--- config.mk ---
export PLATFORM = sky130hd
export DESIGN_NAME = multimode_spi_slave
export DESIGN_NICKNAME = d
export VERILOG_FILES = /design/src/multimode_spi_slave.v
export VERILOG_INCLUDE_DIRS = /design/src
export SDC_FILE = /design/constraint.sdc
export NUM_CORES = 1
export LEC_CHECK = 0
export ABC_AREA = 1
export BUFFER_PORTS_ARGS = -buffer_cell sky130_fd_sc_hd__buf_2
export CAP_MARGIN = 0
export CORE_MARGIN = 8
export CORE_UTILIZATION = 35
export DETAILED_ROUTE_END_ITERATION = 10
export SYNTH_ARGS = -nofsm -noshare
export SYNTH_HDL_FRONTEND = slang
export SYNTH_SLANG_ARGS = --single-unit
--- constraint.sdc ---
create_clock -name clk_sys -period 3.9 [get_ports clk_sys]
set_input_delay 0.39 -clock clk_sys [delete_from_list [all_inputs] [get_ports clk_sys]]
set_output_delay 0.39 -clock clk_sys [all_outputs]
set_load 0.02 [all_outputs]
--- src/spi_slave_consts.vh ---
`ifndef SPI_SLAVE_CONSTS_VH
`define SPI_SLAVE_CONSTS_VH
// protocol mode codes
`define MODE_FULL_DUPLEX 3'h0
`define MODE_HALF_4PIN 3'h1
`define MODE_HALF_3PIN 3'h2
`define MODE_UNMANAGED 3'h3
`define MODE_LEGACY 3'h4
// status byte bit positions, msb first on the wire (position 1 = bit 7)
`define STAT_TXE_BIT 3
`define STAT_RXF_BIT 2
`define STAT_ACK_BIT 1
`define STAT_DRIVE_MASK 8'h0E
// command byte fields
`define CMD_DIR_BIT 4
`define CMD_ADDR_MSB 7
`define CMD_ADDR_LSB 5
// legacy frame lengths in serial clocks
`define LEG_CMD_BITS 4'h3
`define LEG_DATA_END 4'hB
`define LEG_STAT_END 4'hC
`endif

--- src/multimode_spi_slave.v ---
`timescale 1ns/10ps
`include "spi_slave_consts.vh"
// Functional notes
// full duplex: status out during command byte
// full duplex write streams, status per byte
// full duplex read alternates data and status
// command: three address bits then direction bit
// direction one reads, zero writes
// status position five is transmit empty flag
// status position six is receive full flag
// status position seven acknowledges own address
// 4-pin half duplex shares mosi line
// 4-pin half duplex status on miso
// 4-pin write streams until select drops
// 4-pin read turns mosi to output
// 3-pin status bytes on shared mosi
// 3-pin write: status after each data byte
// 3-pin read: all data slave to master
// unmanaged: cpu byte loaded into shifter
// unmanaged: exchange, received byte to register
// legacy: active-high select, three-bit command
// legacy write: status bit zero stored
// legacy read: data then new/old bit
// legacy address bit selects status byte
// legacy direction one reads, zero writes
// select release aborts, returns to idle
// runs on system clock, paced by sclk
// mode changes only while deselected
// deselected: outputs undriven, counter cleared
module multimode_spi_slave #(
  parameter [2:0] SLAVE_CODE = 3'h0
) (
  input wire clk_sys,
  input wire rst_b,
  input wire [2:0] mode_cfg,
  input wire [7:0] tx_data,
  input wire tx_load,
  output wire tx_load_ready,
  output reg [7:0] rx_data_q,
  output reg rx_valid_q,
  input wire rx_read,
  input wire port0_serial_clock_in,
  input wire port0_select_n,
  input wire port0_mosi_in,
  output wire port0_mosi_out,
  output wire port0_mosi_oe,
  output wire port0_miso_out,
  output wire port0_miso_oe,
  output wire [2:0] active_mode,
  output wire tx_nothing_pending_flag,
  output wire rx_holding_full_flag
);

// ----------------------------------------------------------------
// input synchronisers
// ----------------------------------------------------------------
// three stages; a change counts once stages two and three agree
reg [2:0] sck_s_q;
reg [2:0] sel_s_q;
reg [2:0] mosi_s_q;
reg sck_f_q;
reg sel_f_q;
reg mosi_f_q;
wire sck_f_d = (sck_s_q[1] == sck_s_q[2]) ? sck_s_q[2] : sck_f_q;
wire sel_f_d = (sel_s_q[1] == sel_s_q[2]) ? sel_s_q[2] : sel_f_q;
wire mosi_f_d = (mosi_s_q[1] == mosi_s_q[2]) ? mosi_s_q[2] : mosi_f_q;

always @(posedge clk_sys or negedge rst_b) begin
  if (!rst_b) begin
    sck_s_q <= 3'h0;
    sel_s_q <= 3'h7;
    mosi_s_q <= 3'h0;
    sck_f_q <= 1'b0;
    sel_f_q <= 1'b1;
    mosi_f_q <= 1'b0;
  end else begin
    sck_s_q <= {sck_s_q[1:0], port0_serial_clock_in};
    sel_s_q <= {sel_s_q[1:0], port0_select_n};
    mosi_s_q <= {mosi_s_q[1:0], port0_mosi_in};
    sck_f_q <= sck_f_d;
    sel_f_q <= sel_f_d;
    mosi_f_q <= mosi_f_d;
  end
end

wire sck_rise = sck_f_d & ~sck_f_q;
wire sck_fall = ~sck_f_d & sck_f_q;

// ----------------------------------------------------------------
// mode latch and selection
// ----------------------------------------------------------------
reg [2:0] mode_q;
wire legacy = (mode_q == `MODE_LEGACY);
// legacy select is active high on the same pin
wire selected = legacy ? sel_f_q : ~sel_f_q;
wire sel_now = legacy ? sel_f_d : ~sel_f_d;

always @(posedge clk_sys or negedge rst_b) begin
  if (!rst_b) begin
    mode_q <= `MODE_FULL_DUPLEX;
  end else if (!selected && !sel_now) begin
    mode_q <= mode_cfg;
  end
end
assign active_mode = mode_q;

// ----------------------------------------------------------------
// transmit holding and receive holding
// ----------------------------------------------------------------
reg [7:0] tx_hold_q;
reg tx_full_q;
reg tx_take;
reg rx_put;
reg [7:0] rx_byte;
assign tx_load_ready = ~tx_full_q;
assign tx_nothing_pending_flag = ~tx_full_q;
assign rx_holding_full_flag = rx_valid_q;

always @(posedge clk_sys or negedge rst_b) begin
  if (!rst_b) begin
    tx_hold_q <= 8'h00;
    tx_full_q <= 1'b0;
    rx_data_q <= 8'h00;
    rx_valid_q <= 1'b0;
  end else begin
    if (tx_load && !tx_full_q) begin
      tx_hold_q <= tx_data;
      tx_full_q <= 1'b1;
    end else if (tx_take) begin
      tx_full_q <= 1'b0;
    end
    // a new byte arriving with the read wins over the clear
    if (rx_put) begin
      rx_data_q <= rx_byte;
      rx_valid_q <= 1'b1;
    end else if (rx_read) begin
      rx_valid_q <= 1'b0;
    end
  end
end

// ----------------------------------------------------------------
// serial engine
// ----------------------------------------------------------------
// phase: 0 command byte, 1 status byte, 2 data byte
localparam PH_CMD = 2'h0;
localparam PH_STAT = 2'h1;
localparam PH_DATA = 2'h2;
reg [1:0] phase_q;
reg [3:0] bit_q;
reg [7:0] rx_sh_q;
reg [7:0] tx_sh_q;
reg [7:0] stat_sh_q;
reg dir_rd_q;
reg ack_q;
reg leg_addr_q;
reg leg_ok_q;
reg out_q;
reg aux_q;
wire [7:0] rx_next = {rx_sh_q[6:0], mosi_f_q};
wire [3:0] bit_inc = bit_q + 4'h1;
wire addr_hit = (rx_next[`CMD_ADDR_MSB:`CMD_ADDR_LSB] == SLAVE_CODE);
wire [7:0] stat_byte = {4'h0, tx_full_q ? 1'b0 : 1'b1, rx_valid_q,
                        ack_q, 1'b0};
wire [7:0] leg_stat = {6'h00, tx_full_q ? 1'b0 : 1'b1, rx_valid_q};
// address bits arrive ahead of the ack slot, so the command byte's own
// status can already acknowledge
wire cmd_hit = (rx_sh_q[5:3] == SLAVE_CODE);
wire stat_bit = (phase_q == PH_CMD && bit_q == 4'h6) ? cmd_hit
                : stat_sh_q[7];

always @* begin
  tx_take = 1'b0;
  rx_put = 1'b0;
  rx_byte = rx_next;
  if (selected && sck_rise && !legacy && bit_q == 4'h7) begin
    if (mode_q == `MODE_UNMANAGED) begin
      rx_put = 1'b1;
    end else if (phase_q == PH_DATA && !dir_rd_q && ack_q) begin
      rx_put = ~rx_valid_q;
    end
  end
  if (selected && sck_rise && legacy && bit_q == `LEG_DATA_END - 4'h1
      && !leg_addr_q) begin
    if (!dir_rd_q) begin
      rx_put = ~rx_valid_q;
    end
  end
  if (selected && sck_rise && legacy && bit_q == `LEG_CMD_BITS - 4'h1
      && rx_next[0] == 1'b0 && rx_next[1]) begin
    tx_take = tx_full_q;
  end
  if (selected && sck_fall && !legacy && bit_q == 4'h0 && tx_full_q) begin
    if (mode_q == `MODE_UNMANAGED) begin
      tx_take = 1'b1;
    end else if (phase_q == PH_DATA && dir_rd_q && ack_q) begin
      tx_take = 1'b1;
    end
  end
end

// drive enable of the serial byte: whether this slot belongs to the
// slave, used for the 3-pin mosi line
reg slave_slot;
always @* begin
  slave_slot = 1'b0;
  case (phase_q)
    PH_CMD: slave_slot = 1'b0;
    PH_STAT: slave_slot = 1'b1;
    PH_DATA: slave_slot = dir_rd_q;
    default: slave_slot = 1'b0;
  endcase
end

always @(posedge clk_sys or negedge rst_b) begin
  if (!rst_b) begin
    phase_q <= PH_CMD;
    bit_q <= 4'h0;
    rx_sh_q <= 8'h00;
    tx_sh_q <= 8'h00;
    stat_sh_q <= 8'h00;
    dir_rd_q <= 1'b0;
    ack_q <= 1'b0;
    leg_addr_q <= 1'b0;
    leg_ok_q <= 1'b0;
    out_q <= 1'b0;
    aux_q <= 1'b0;
  end else if (!selected) begin
    phase_q <= PH_CMD;
    bit_q <= 4'h0;
    ack_q <= 1'b0;
    stat_sh_q <= stat_byte;
    tx_sh_q <= tx_hold_q;
    out_q <= stat_byte[7];
    aux_q <= stat_byte[7];
  end else if (legacy) begin
    if (sck_rise) begin
      rx_sh_q <= rx_next;
      bit_q <= (bit_q == `LEG_STAT_END) ? 4'h0 : bit_inc;
      if (bit_q == `LEG_CMD_BITS - 4'h1) begin
        dir_rd_q <= rx_next[1];
        leg_addr_q <= rx_next[0];
        leg_ok_q <= tx_full_q;
        tx_sh_q <= rx_next[0] ? leg_stat : tx_hold_q;
        out_q <= rx_next[0] ? leg_stat[7] : tx_hold_q[7];
      end else if (bit_q >= `LEG_CMD_BITS && bit_q < `LEG_DATA_END) begin
        tx_sh_q <= {tx_sh_q[6:0], 1'b0};
        out_q <= tx_sh_q[6];
        if (bit_q == `LEG_DATA_END - 4'h1) begin
          // status bit: zero means success / new data
          if (dir_rd_q) begin
            out_q <= leg_addr_q ? 1'b0 : ~leg_ok_q;
          end else begin
            out_q <= leg_addr_q ? 1'b1 : rx_valid_q;
          end
        end
      end
    end
  end else if (sck_fall) begin
    // cpha=1: outputs change on the leading edge of each bit
    if (bit_q == 4'h0) begin
      if (mode_q == `MODE_UNMANAGED) begin
        out_q <= tx_full_q ? tx_hold_q[7] : tx_sh_q[7];
        tx_sh_q <= tx_full_q ? {tx_hold_q[6:0], 1'b0} : tx_sh_q;
      end else if (phase_q == PH_DATA && dir_rd_q) begin
        out_q <= tx_hold_q[7];
        tx_sh_q <= {tx_hold_q[6:0], 1'b0};
      end else begin
        stat_sh_q <= {stat_byte[6:0], 1'b0};
        aux_q <= stat_byte[7];
        out_q <= stat_byte[7];
      end
    end else begin
      out_q <= (phase_q == PH_DATA && dir_rd_q) || legacy ||
               mode_q == `MODE_UNMANAGED ? tx_sh_q[7] : stat_bit;
      aux_q <= stat_bit;
      tx_sh_q <= {tx_sh_q[6:0], 1'b0};
      stat_sh_q <= {stat_sh_q[6:0], 1'b0};
    end
  end else if (sck_rise) begin
    rx_sh_q <= rx_next;
    bit_q <= (bit_q == 4'h7) ? 4'h0 : bit_inc;
    if (bit_q == 4'h7 && mode_q != `MODE_UNMANAGED) begin
      case (phase_q)
        PH_CMD: begin
          dir_rd_q <= rx_next[`CMD_DIR_BIT];
          ack_q <= addr_hit;
          // 3-pin sends status on the line after the command
          phase_q <= (mode_q == `MODE_HALF_3PIN) ? PH_STAT : PH_DATA;
        end
        PH_STAT: phase_q <= PH_DATA;
        PH_DATA: begin
          // 3-pin write gets status between data bytes;
          // full duplex read alternates status and data
          if (mode_q == `MODE_HALF_3PIN && !dir_rd_q) begin
            phase_q <= PH_STAT;
          end else if (mode_q == `MODE_FULL_DUPLEX && dir_rd_q) begin
            phase_q <= PH_STAT;
          end else begin
            phase_q <= PH_DATA;
          end
        end
        default: phase_q <= PH_CMD;
      endcase
    end
  end
end

// ----------------------------------------------------------------
// pin drive
// ----------------------------------------------------------------
// status bit positions outside the flag field stay undriven
wire [7:0] stat_pos_vec = `STAT_DRIVE_MASK >> (4'h7 - bit_q);
wire stat_pos_on = stat_pos_vec[0];
// every full duplex slot that is not read data carries status
wire fd_stat_on = ~(phase_q == PH_DATA && dir_rd_q) & stat_pos_on;
reg miso_en;
reg mosi_en;
always @* begin
  miso_en = 1'b0;
  mosi_en = 1'b0;
  if (selected) begin
    case (mode_q)
      `MODE_FULL_DUPLEX: miso_en = dir_rd_q && phase_q == PH_DATA ? 1'b1
                                   : fd_stat_on;
      `MODE_HALF_4PIN: begin
        miso_en = ~(phase_q == PH_DATA && dir_rd_q) & stat_pos_on;
        mosi_en = phase_q == PH_DATA && dir_rd_q;
      end
      `MODE_HALF_3PIN: mosi_en = phase_q == PH_STAT ? stat_pos_on
                                 : slave_slot;
      `MODE_UNMANAGED: miso_en = 1'b1;
      `MODE_LEGACY: miso_en = bit_q >= `LEG_CMD_BITS;
      default: miso_en = 1'b0;
    endcase
  end
end

assign port0_miso_out = (mode_q == `MODE_HALF_4PIN && !(phase_q == PH_DATA
                         && dir_rd_q)) ? aux_q : out_q;
assign port0_miso_oe = miso_en;
assign port0_mosi_out = out_q;
assign port0_mosi_oe = mosi_en;

endmodule

== Word-level counts from Yosys, hierarchy flattened ==
Cells that the tools add are included.
Cells by class
  $add $sub $neg: 2
  order comparisons: 2
  equal/unequal tests: 33
  div/mod/pow operators: 0
  muxes and demuxes: 98
  shift-type cells: 1
  reductions and logical operators: 53
  multipliers: 0
  bitwise gates (word level): 12
Operators with widths (number)
  two-way mux 8 bit: 20
  two-way mux 1 bit: 60
  two-way mux 4 bit: 7
  logical AND 1 bit: 25
  != test 3 bit, second input constant: 6
  two-way mux 2 bit: 8
  AND reduction 4 bit: 3
  != test 2 bit, second input constant: 5
  AND reduction 5 bit: 2
  nonzero test 2 bit: 5
  zero test 3 bit: 3
  NOT 1 bit: 9
  equality test 4 x 3 -> 1 bit, second input constant: 2
  equality test 4 bit, second input constant: 2
  != test 2 x 1 -> 1 bit, second input constant: 4
  zero test 1 bit: 7
  AND reduction 7 bit: 1
  equality test 3 x 2 -> 1 bit, second input constant: 2
  case mux 2 bit (3 select lines): 1
  AND reduction 3 bit: 2
  != test 5 x 3 -> 1 bit, second input constant: 1
  != test 5 bit, second input constant: 1
  adder 4 x 1 -> 4 bit, second input constant: 1
  equality test 4 x 2 -> 1 bit, second input constant: 1
  18 further kinds: 23
Word-level totals
  memory bits (read-only): 0
  flip-flop bits (word level): 69
  RAM bits: 0
  logic and storage cells: 223
  bits in latches: 0
  memories: 0
  output and inout bits: 19
  input port bits: 18

== Depth between registers and ports, before layout ==
Gate-level depths: netlist (run 1).
  depth in word-level cells: 14
  gate-level depth with buffers: 13

== Worst setup path after synthesis (run 1) ==
Ideal clock, no wire load.
  kind: flip-flop to output port
  start point: register mode_q[0] (netlist: active_mode[0])
  end point: output port0_mosi_oe
  data required time: 3.510 ns
  stages on the path, launching flop included: 9
  slack: 1.415 ns
  arrival time: 2.095 ns
  cell sequence: dfrtp_1 nor2_4 nand2_4 buf_2 ha_1 inv_2 buf_2 buf_1 o211a_1
On the way
  cells in the longest elaborated chain, start to end: 3
Ends and longest elaborated chain
  start, declared: line multimode_spi_slave.v:92  | reg [2:0] mode_q;
  start signal, assigned: line multimode_spi_slave.v:100  | mode_q <= `MODE_FULL_DUPLEX;
  start signal, assigned: line multimode_spi_slave.v:102  | mode_q <= mode_cfg;
  equality test 3 x 2 -> 1 bit, or another cell as far along: line multimode_spi_slave.v:323  | case (mode_q)
  case mux 1 bit (2 select lines) or two-way mux 1 bit (tied branches): line multimode_spi_slave.v:323, multimode_spi_slave.v:95
  two-way mux 1 bit (*): line multimode_spi_slave.v:322  | if (selected) begin
  end, declared: line multimode_spi_slave.v:46  | output wire port0_mosi_oe,
Every way passes the cells marked *; elsewhere a longest branch is shown, timed or not.

== Final worst setup path (run 1) ==
Same ends and word-level chain as after synthesis.

==> summary.txt, run 1 <==
DR iter-0 viols: 278
Hold Crit Class: in -> reg
Ys flop type: dfrtp_1
Antenna Nets Post-Route: 0
Core Area: 10280 sq um
Most common cell after layout, fill and taps aside: nand2_1
Maximum root-to-sink buffer count: 2
Fmax: 347.0 MHz
Pin count of the biggest net entering global routing: 50
Worst vdd rail ir drop: 0.2581 mV
Critical path arrival: 2.49 ns
Setup_tns: 0 ns
Slew of the pin with the lowest slew margin: 1.071 ns
Slew HR: 0.2859
Asr flop ratio synth: 1.000
Crit end category: primary output
Tmin final: 2.882 ns
PostCTS Resize Cnt: 0
Max Slew Vio Count: 0
Cts bufs inserted: 9
Remaining Overflow, GRT: 0
Gr busiest metal: met2
Setup Buffers After CTS: 0
Clock root buffer: clkbuf_8
Die ar.: 14060 sq um
Area grow syn2layout: 13.01%
Yosys cell types: 40
Die width: 118.6 um
Final setup vio count: 0
Synthesized area: 3684 sq um
Mean Syn Cell Area: 7.821 sq um
CP max FO: 22
Worst-path clk slew: 0.07 ns
Initial antenna violation count: 0
DRC errors left: 0
CP startpoint kind: register
Num rows: 37
Skew final: 0.007489 ns
Leakage: 2.098 nW
Hold Vio Cnt, Final: 0
Routing usage on met1: 0.1720
IO Pins: 37
Post-CTS Hold Fix Bufs: 0
Antenna Diode Count: 0
Layout cells sized above 1: 0.1922
Met3 Use GR: 0.03665
Total GRT Usage: 0.1344
Fillers: 1055
Total of max-cap violations: 0
# clock sinks: 67
Vias in the first global route: 3276
EDFF count, synth: 0
Seq/Total Area, Yosys: 0.4565
IO buf count: 36
Req. time, crit path: 3.51 ns
Hold WS: 0.1309 ns
Final WL: 8991 um
HPWL after DPL: 6788 um
Syn_nets: 496
Status: complete, no violations
PD cells: 746.8 nW/um^2
Skew-Pair Late Insertion Delay: 0.36 ns
Final Net Count: 530
Met2 GRT Util: 0.2063
Drt via density: 4.873
Most frequent cells in the layout: 145 x nand2_1, 63 x dfrtp_1, 50 x inv_1, 36 x buf_2, 34 x nor2_1
RSZ-0062 raised after global routing: false
CP Class: reg -> out
DR pass1 iterations: 5
Yosys Warn Count: 0
Via count: 3148
Wire length per cell: 13.92 um
Register bit total from synthesis: 67
Total Power: 3.109 mW
Area of the multi-input gates: 1705 sq um
Final GP Congestion: 0.9015
H-tree depth: 3
Starting Density: 0.3584
Final Cycle Share: 0.7390
First-pass GRT wire length: 15370 um
Sequential cell area: 1682 sq um
Mapped Cells: 471
Chip height: 118.6 um
CTS tree: yes
[cell families (layout without fill, tap and decap cells)]
kind of cell,count (synthesis),count (layout),share of synthesized area
AND/OR/NAND/NOR,231,231,0.2796
AO/OA/AOI/OAI,89,89,0.1423
buffers and inverters,71,110,0.08050
flip-flops,67,67,0.4565
adder cells (fa/ha/maj),8,8,0.02649
multiplexers,4,4,0.01223
XOR/XNOR,1,1,0.002378
[state kept, by name, summed over array words and instances, names as in the netlist, 2 cells and up]
signal,count
active_mode,3
bit_q,4
mosi_s_q,3
phase_q,2
rx_data_q,8
rx_sh_q,7
sck_s_q,3
sel_s_q,3
stat_sh_q,7
tx_hold_q,8
tx_sh_q,8
[Yosys cell counts, types with 4 or more instances]
cell type,n,area (sq um)
inv_1,50,187.7
a21oi_1,21,105.1
o21ai_0,31,155.2
o22ai_1,4,25.02
dfstp_2,4,105.1
o21ai_2,8,70.07
mux2_2,4,45.04
nand3_1,24,120.1
buf_4,4,30.03
ha_1,7,87.58
dfrtp_1,63,1577
nand2_2,7,43.79
inv_2,6,22.52
nand2_1,145,544.3
buf_2,6,30.03
nor2_1,34,127.6
o21ai_1,15,75.07
[power breakdown]
part	switching (mW)	total, mW	internal [mW]
combinational	0.999	1.47	0.470
clock	0.272	0.587	0.315
sequential	0.162	1.05	0.891
[path summary, 6_finish.rpt]
path | cells past startpoint | startpoint | to | slack [ns]
max in group asynchronous | 2 | rst_b | tx_sh_q[4] | 2.81
min in group asynchronous | 1 | rst_b | mosi_s_q[2] | 0.23
worst max-delay path | 6 | active_mode[0] | port0_mosi_oe | 1.02
worst min register to register | 0 | sck_s_q[0] | sck_s_q[1] | 0.35
worst min-delay path | 1 | port0_select_n | sel_s_q[0] | 0.13
worst max register to register | 9 | active_mode[0] | dir_rd_q | 1.14
[routing by layer]
metal / part of all wire / wire (um)
met5: 0 / 0
met4: 0.019 / 175
met3: 0.049 / 444
met2: 0.46 / 4136
met1: 0.47 / 4235
[metrics by stage]
stage               utilization  setup WS, ns  instance area [sq um]  cells
floorplan                     -         1.415                   3684    471
finish                   0.4050         1.018                   4163    646
detailed placement       0.3852         1.211                   3959    630
global placement         0.3852         1.246                   3959    630
global route             0.4050        0.8920                   4163    646
CTS                      0.4050         1.051                   4163    646
[cell type report]
| class | count | share of cell area |
|---|---|---|
| sequential | 67 | 0.4040 |
| inverter | 57 | 0.05140 |
| timing repair buffer | 37 | 0.04509 |
| clock inverter | 5 | 0.01503 |
| multi-input combinational | 333 | 0.4097 |
| clock buffer | 11 | 0.03396 |
| tap | 136 | 0.04088 |
[critical path, cell delays in order (launching register included)]
cell and delay [ns]:
dfrtp_1 0.47, nor2_4 0.16, nand2_4 0.15, ha_1 0.66, inv_2 0.30, o211a_1 0.22, buf_2 0.16
(Power assumes the default switching activity.)
==> run 2: changes to the inputs <==
- clock period: 3.9 -> 2.5 ns (I/O delays scaled with it)
==> summary.txt, run 2 (synthesized netlist as in run 1, its figures left out) <==
Status: complete, no violations
Vias in the first global route: 3167 (-3.3%)
Core Area: 10280 sq um (unchanged)
Starting Density: 0.3584 (unchanged)
CP Class: reg -> out
Hold Vio Cnt, Final: 0 (unchanged)
Pin count of the biggest net entering global routing: 68 (+36%)
Slew of the pin with the lowest slew margin: 0.4660 ns (-0.6051 ns)
# clock sinks: 67 (unchanged)
DR pass1 iterations: 5 (unchanged)
Hold WS: 0.04946 ns (-0.08141 ns)
H-tree depth: 3 (unchanged)
Clock root buffer: clkbuf_8
Final GP Congestion: 0.8247 (-8.5%)
Num rows: 37 (unchanged)
Final Net Count: 540 (+1.9%)
Initial antenna violation count: 0 (unchanged)
CP max FO: 11 (-50%)
Placed Area: 4016 sq um (+1.5%)
Setup_tns: 0 ns (unchanged)
IO buf count: 36 (unchanged)
Most frequent cells in the layout: 145 x nand2_1, 63 x dfrtp_1, 50 x inv_1, 36 x buf_2, 34 x nor2_1
Leakage: 2.141 nW (+2.1%)
Remaining Overflow, GRT: 0 (unchanged)
Antenna Diode Count: 0 (unchanged)
Util after Layout: 0.4136 (+0.008522)
Req. time, crit path: 2.25 ns (-1.26 ns)
RSZ-0062 raised after global routing: false
Drt via density: 4.857 (-0.34%)
Via count: 3186 (+1.2%)
PD cells: 1156 nW/um^2 (+55%)
Chip height: 118.6 um (unchanged)
Worst-path clk slew: 0.07 ns (about the same)
CTS tree: yes
Layout cells sized above 1: 0.2000 (+0.007843)
Dpl cells: 636 (+0.95%)
Die width: 118.6 um (unchanged)
First-pass GRT wire length: 15590 um (+1.4%)
DRC errors left: 0 (unchanged)
Final instance area: 4250 sq um (+2.1%)
HPWL after DPL: 6535 um (-3.7%)
Worst vdd rail ir drop: 0.4099 mV (+59%)
Total of max-cap violations: 0 (unchanged)
Die ar.: 14060 sq um (unchanged)
CP startpoint kind: register
Crit end category: primary output
Skew final: 0.006988 ns (-0.0005005 ns)
Fmax: 441.4 MHz
Most common cell after layout, fill and taps aside: nand2_1
Wire length per cell: 13.78 um (-1.0%)
Total Power: 4.915 mW (+58%)
Total GRT Usage: 0.1350 (+0.0005978)
Setup WS post-layout: 0.2343 ns (-0.7837 ns)
Maximum root-to-sink buffer count: 2 (unchanged)
Tmin final: 2.266 ns
Antenna Nets Post-Route: 0 (unchanged)
Non-filler cells, final: 656 (+1.5%)
Final WL: 9039 um (+0.53%)
Slowest CP cell: dfrtp_1
Largest registers: rx_data_q: 8 flops, tx_hold_q: 8 flops, tx_sh_q: 8 flops
Area grow syn2layout: 15.39%
Hold Crit Class: in -> reg
Final setup vio count: 0 (unchanged)
Worst path max stage delay: 0.48 ns (-0.18 ns)
Max Slew Vio Count: 0 (unchanged)
DR iter-0 viols: 174 (-37%)
Setup WS pre-CTS: 0.4083 ns (-0.8031 ns)
Slew HR: 0.6882 (+0.4023)
Critical path arrival: 2.02 ns (-0.47 ns)
IO Pins: 37 (unchanged)
Crit-path cells: nor2_4 -> nand2_4 -> ha_1 -> inv_2 -> buf_4 -> o211a_1 -> buf_2
Skew-Pair Late Insertion Delay: 0.35 ns (about the same)
Final Cycle Share: 0.9063
Cts bufs inserted: 9 (unchanged)
## run 2: final timing paths
check	start	endpoint	slack (ns)	cells past startpoint
setup / recovery	active_mode[0]	port0_mosi_oe	0.23	7
hold / removal	rx_read	rx_holding_full_flag	0.05	2
setup reg to reg	active_mode[0]	rx_data_q[1]	0.40	11
hold reg to reg	sel_s_q[0]	sel_s_q[1]	0.36	0
max in group asynchronous	rst_b	sel_f_q	1.73	3
min in group asynchronous	rst_b	tx_hold_q[0]	0.44	3
## run 2: power by group
group / switching, mW / internal, mW
Sequential: 0.256 / 1.39
Clock: 0.440 / 0.460
Combinational: 1.57 / 0.796
## run 2: critical path: cells and delay by family, from the launching register on
kind	cells	cell delay, ns
fa+ha+maj	1	0.30
flops	1	0.48
compound gates	1	0.16
buf+inv	3	0.51
simple gates	2	0.22
## run 2: final cells by class
cell class              instances  area, sq um
clock buffers                  10        127.6
clock inverters                 6        66.31
fillers                      1089         6027
inverters                      57        214.0
multi-input cells             333         1705
flip-flops and latches         67         1682
well taps                     136        170.2
repair buffers                 47        285.3
## run 2: routing by layer
layer,share of wire,GRT usage,vias up
met4,0.019,0.05613,0
met3,0.049,0.03570,14
met2,0.46,0.2137,80
met5,0,0,-
li1,-,-,1596
met1,0.47,0.1709,1496
## run 2: repair_timing
item / in CTS / in global routing
hold buffers: 4 / 0
setup buffers: 0 / 0
resized for setup: 0 / 0
hold endpoints to repair: 66 / 0
==> run 3: changes to the inputs <==
- ABC_AREA: 1 -> 0
- PLACE_DENSITY: unset -> 0.65
- RECOVER_POWER: unset -> 100
==> summary.txt, run 3 <==
Worst vdd rail ir drop: 0.5294 mV (+29%)
Combinational power share: 0.419 (-0.063)
Largest registers: rx_data_q: 8 flops, tx_hold_q: 8 flops, tx_sh_q: 8 flops
Yosys Warn Count: 0 (unchanged)
Dominant cells by area after synthesis: dfrtp_1 44%, mux2_2 7.2%, mux2_4 3.3%
DRC errors left: 0 (unchanged)
RSZ-0062 raised after global routing: false
Fmax: 424.2 MHz (-3.9%)
IO Pins: 37 (unchanged)
Total GRT Usage: 0.1220 (-0.01295)
Final setup vio count: 0 (unchanged)
Vias in the first global route: 2713 (-14%)
Layout cells sized above 1: 0.2608 (+0.06075)
Starting Density: 0.3546 (-0.003852)
Slew of the pin with the lowest slew margin: 1.620 ns (+1.154 ns)
Antenna Nets Post-Route: 0 (unchanged)
IO buf count: 36 (unchanged)
Initial antenna violation count: 0 (unchanged)
Top-count cell post-synth: dfrtp_1
Cts bufs inserted: 9 (unchanged)
Most frequent cells in the layout: 60 x dfrtp_1, 28 x nand2_1, 23 x mux2_2, 18 x clkbuf_1, 17 x buf_2
Seq pwr share: 0.366 (+0.031)
Req. time, crit path: 2.25 ns (about the same)
Max Slew Vio Count: 30 (+30)
Tmin final: 2.357 ns (+0.09152 ns)
Worst min-delay path startpoint: rx_read
Die ar.: 13770 sq um (-2.1%)
Antenna Diode Count: 0 (unchanged)
Failing checks: max-capacitance violations, max-slew violations
Total of max-cap violations: 1 (+1)
CTS tree: yes
Crit path launch: phase_q[0]
Wire length per cell: 16.08 um (+17%)
Core Area: 10140 sq um (-1.4%)
First-pass GRT wire length: 13790 um (-12%)
# clock sinks: 67 (unchanged)
EDFF count, synth: 0 (unchanged)
Syn_nets: 346 (-30%)
Maximum root-to-sink buffer count: 2 (unchanged)
Hold Crit Class: in -> reg
Mapped Cells: 321 (-32%)
Seq/Total Area, Yosys: 0.4678 (+0.01128)
Asr flop ratio synth: 1.000 (unchanged)
Reg-to-reg startpoint: bit_q[0]
Skew final: 0.008325 ns (+0.001336 ns)
Setup Buffers After CTS: 0 (unchanged)
Num rows: 37 (unchanged)
CP max FO: 10 (-1)
Hold Vio Cnt, Final: 0 (unchanged)
Sw Pwr: 1.755 mW (-23%)
DR pass1 iterations: 5 (unchanged)
Dpl cells: 488 (-23%)
H-tree depth: 3 (unchanged)
Post-synth top area share: 0.4386 (+0.01058)
HPWL after DPL: 5963 um (-8.8%)
CP Class: reg -> out
Leakage: 1.801 nW (-16%)
Pin count of the biggest net entering global routing: 30 (-56%)
Synthesized area: 3595 sq um (-2.4%)
Setup_tns: 0 ns (unchanged)
PD cells: 1073 nW/um^2 (-7.2%)
P_int: 2.641 mW (-0.20%)
Clock share of power: 0.214 (+0.031)
DR iter-0 viols: 133 (-24%)
CP startpoint kind: register
Die width: 117.3 um (-1.0%)
Skew-Pair Late Insertion Delay: 0.35 ns (about the same)
Area grow syn2layout: 13.96%
Register bit total from synthesis: 67 (unchanged)
Yosys top cell by area: dfrtp_1
Clock root buffer: clkbuf_8
Critical path arrival: 2.11 ns (+0.09 ns)
Remaining Overflow, GRT: 0 (unchanged)
Reg2reg setup slack: 0.16 ns (-0.24 ns)
Non-filler cells, final: 508 (-23%)
Status: complete, but fails checks
Final WL: 8169 um (-9.6%)
Top cells by count, synth: 63 x dfrtp_1, 28 x nand2_1, 23 x mux2_2
Final Net Count: 392 (-27%)
Worst-path clk slew: 0.08 ns (about the same)
Mean Syn Cell Area: 11.20 sq um (+43%)
Final Cycle Share: 0.9429 (+0.03661)
Chip height: 117.3 um (-1.0%)
Slew HR: -0.07990 (-0.7681)
Drt via density: 5.199 (+7.0%)
Switching Share: 0.3992 (-0.06244)
Final GP Congestion: 0.8617 (+4.5%)
Yosys cell types: 70 (+75%)
Most common cell after layout, fill and taps aside: dfrtp_1
Crit end category: primary output
Via count: 2641 (-17%)
Ys flop type: dfrtp_1
PostCTS Resize Cnt: 0 (unchanged)
run 3: changes by cell type after synthesis, sizes merged, moves of 25 or more:
cell	change
nand3	-25
o21ai	-33
inv	-41
nand2	-126
mux2	+27
nor2	-29
run 3: path summary, 6_finish.rpt:
check | depth (start not counted) | to
min | 2 | rx_holding_full_flag
max in group asynchronous | 3 | stat_sh_q[7]
max | 4 | port0_miso_out
min in group asynchronous | 2 | tx_full_q
min reg2reg | 0 | mosi_s_q[1]
max reg2reg | 7 | stat_sh_q[3]
run 3: power by group through the flow:
stage | Combinational (mW) | Sequential (mW) | Clock (mW)
CTS | 1.91 | 1.61 | 0.974
global route | 2.04 | 1.65 | 1.01
finish | 1.84 | 1.61 | 0.943
detailed placement | 1.90 | 1.63 | 0
global placement | 1.86 | 1.62 | 0
floorplan | 1.43 | 1.60 | 0
run 3: logic make-up (layout without fill, tap and decap cells):
| logic type | Yosys count | count (layout) | synth area share |
|---|---|---|---|
| AOI/OAI and AO/OA | 82 | 82 | 0.1727 |
| adders and majority gates | 9 | 9 | 0.02993 |
| and+or+nand+nor | 89 | 89 | 0.1532 |
| muxes | 36 | 36 | 0.1194 |
| buffers and inverters | 35 | 86 | 0.04977 |
| DFF | 67 | 67 | 0.4678 |
| xor gates and xnor gates | 3 | 3 | 0.007311 |
run 3: final cells by class:
type,instances,area [sq um]
clock inverter,7,82.58
fill,1000,6042
timing repair buffer,55,297.8
tap,136,170.2
sequential,67,1685
inverter,15,56.30
multi-input combinational,219,1680
clock buffer,9,123.9
run 3: stage by stage:
| stage | setup slack (ns) | hold WS (ns) | utilization | instance area (sq um) | power (mW) |
|---|---|---|---|---|---|
| 6_report | 0.1428 | 0.08279 | 0.4040 | 4096 | 4.396 |
| 4_1_cts | 0.1107 | 0.06331 | 0.4143 | 4200 | 4.496 |
| 2_1_floorplan | 0.07105 | -0.04559 | - | 3615 | 3.025 |
| 5_1_grt | 0.01287 | 0.06947 | 0.4040 | 4096 | 4.697 |
| 3_5_place_dp | 0.2575 | 0.3319 | 0.3900 | 3954 | 3.529 |
| 3_3_place_gp | 0.3096 | 0.3220 | 0.3900 | 3954 | 3.479 |
run 3: metal layers:
layer / vias up / track usage / part of all wire / wire length [um]
met5: - / 0 / 0 / 0
met4: 0 / 0.04542 / 0.018 / 144
met3: 14 / 0.03070 / 0.042 / 342
met2: 70 / 0.1894 / 0.46 / 3735
met1: 1298 / 0.1600 / 0.48 / 3947
li1: 1259 / - / - / -
run 3: critical path, cell delays in order (launching register included):
cell and delay, ns:
dfrtp_1 0.53, and3b_1 0.33, nor4b_1 0.36, mux2_2 0.38, clkbuf_2 0.16
run 3: what timing repair did:
action | CTS | global route
hold buffers | 4 | 0
endpoints found under the hold margin | 26 | 0
setup endpoints to repair | 0 | 0
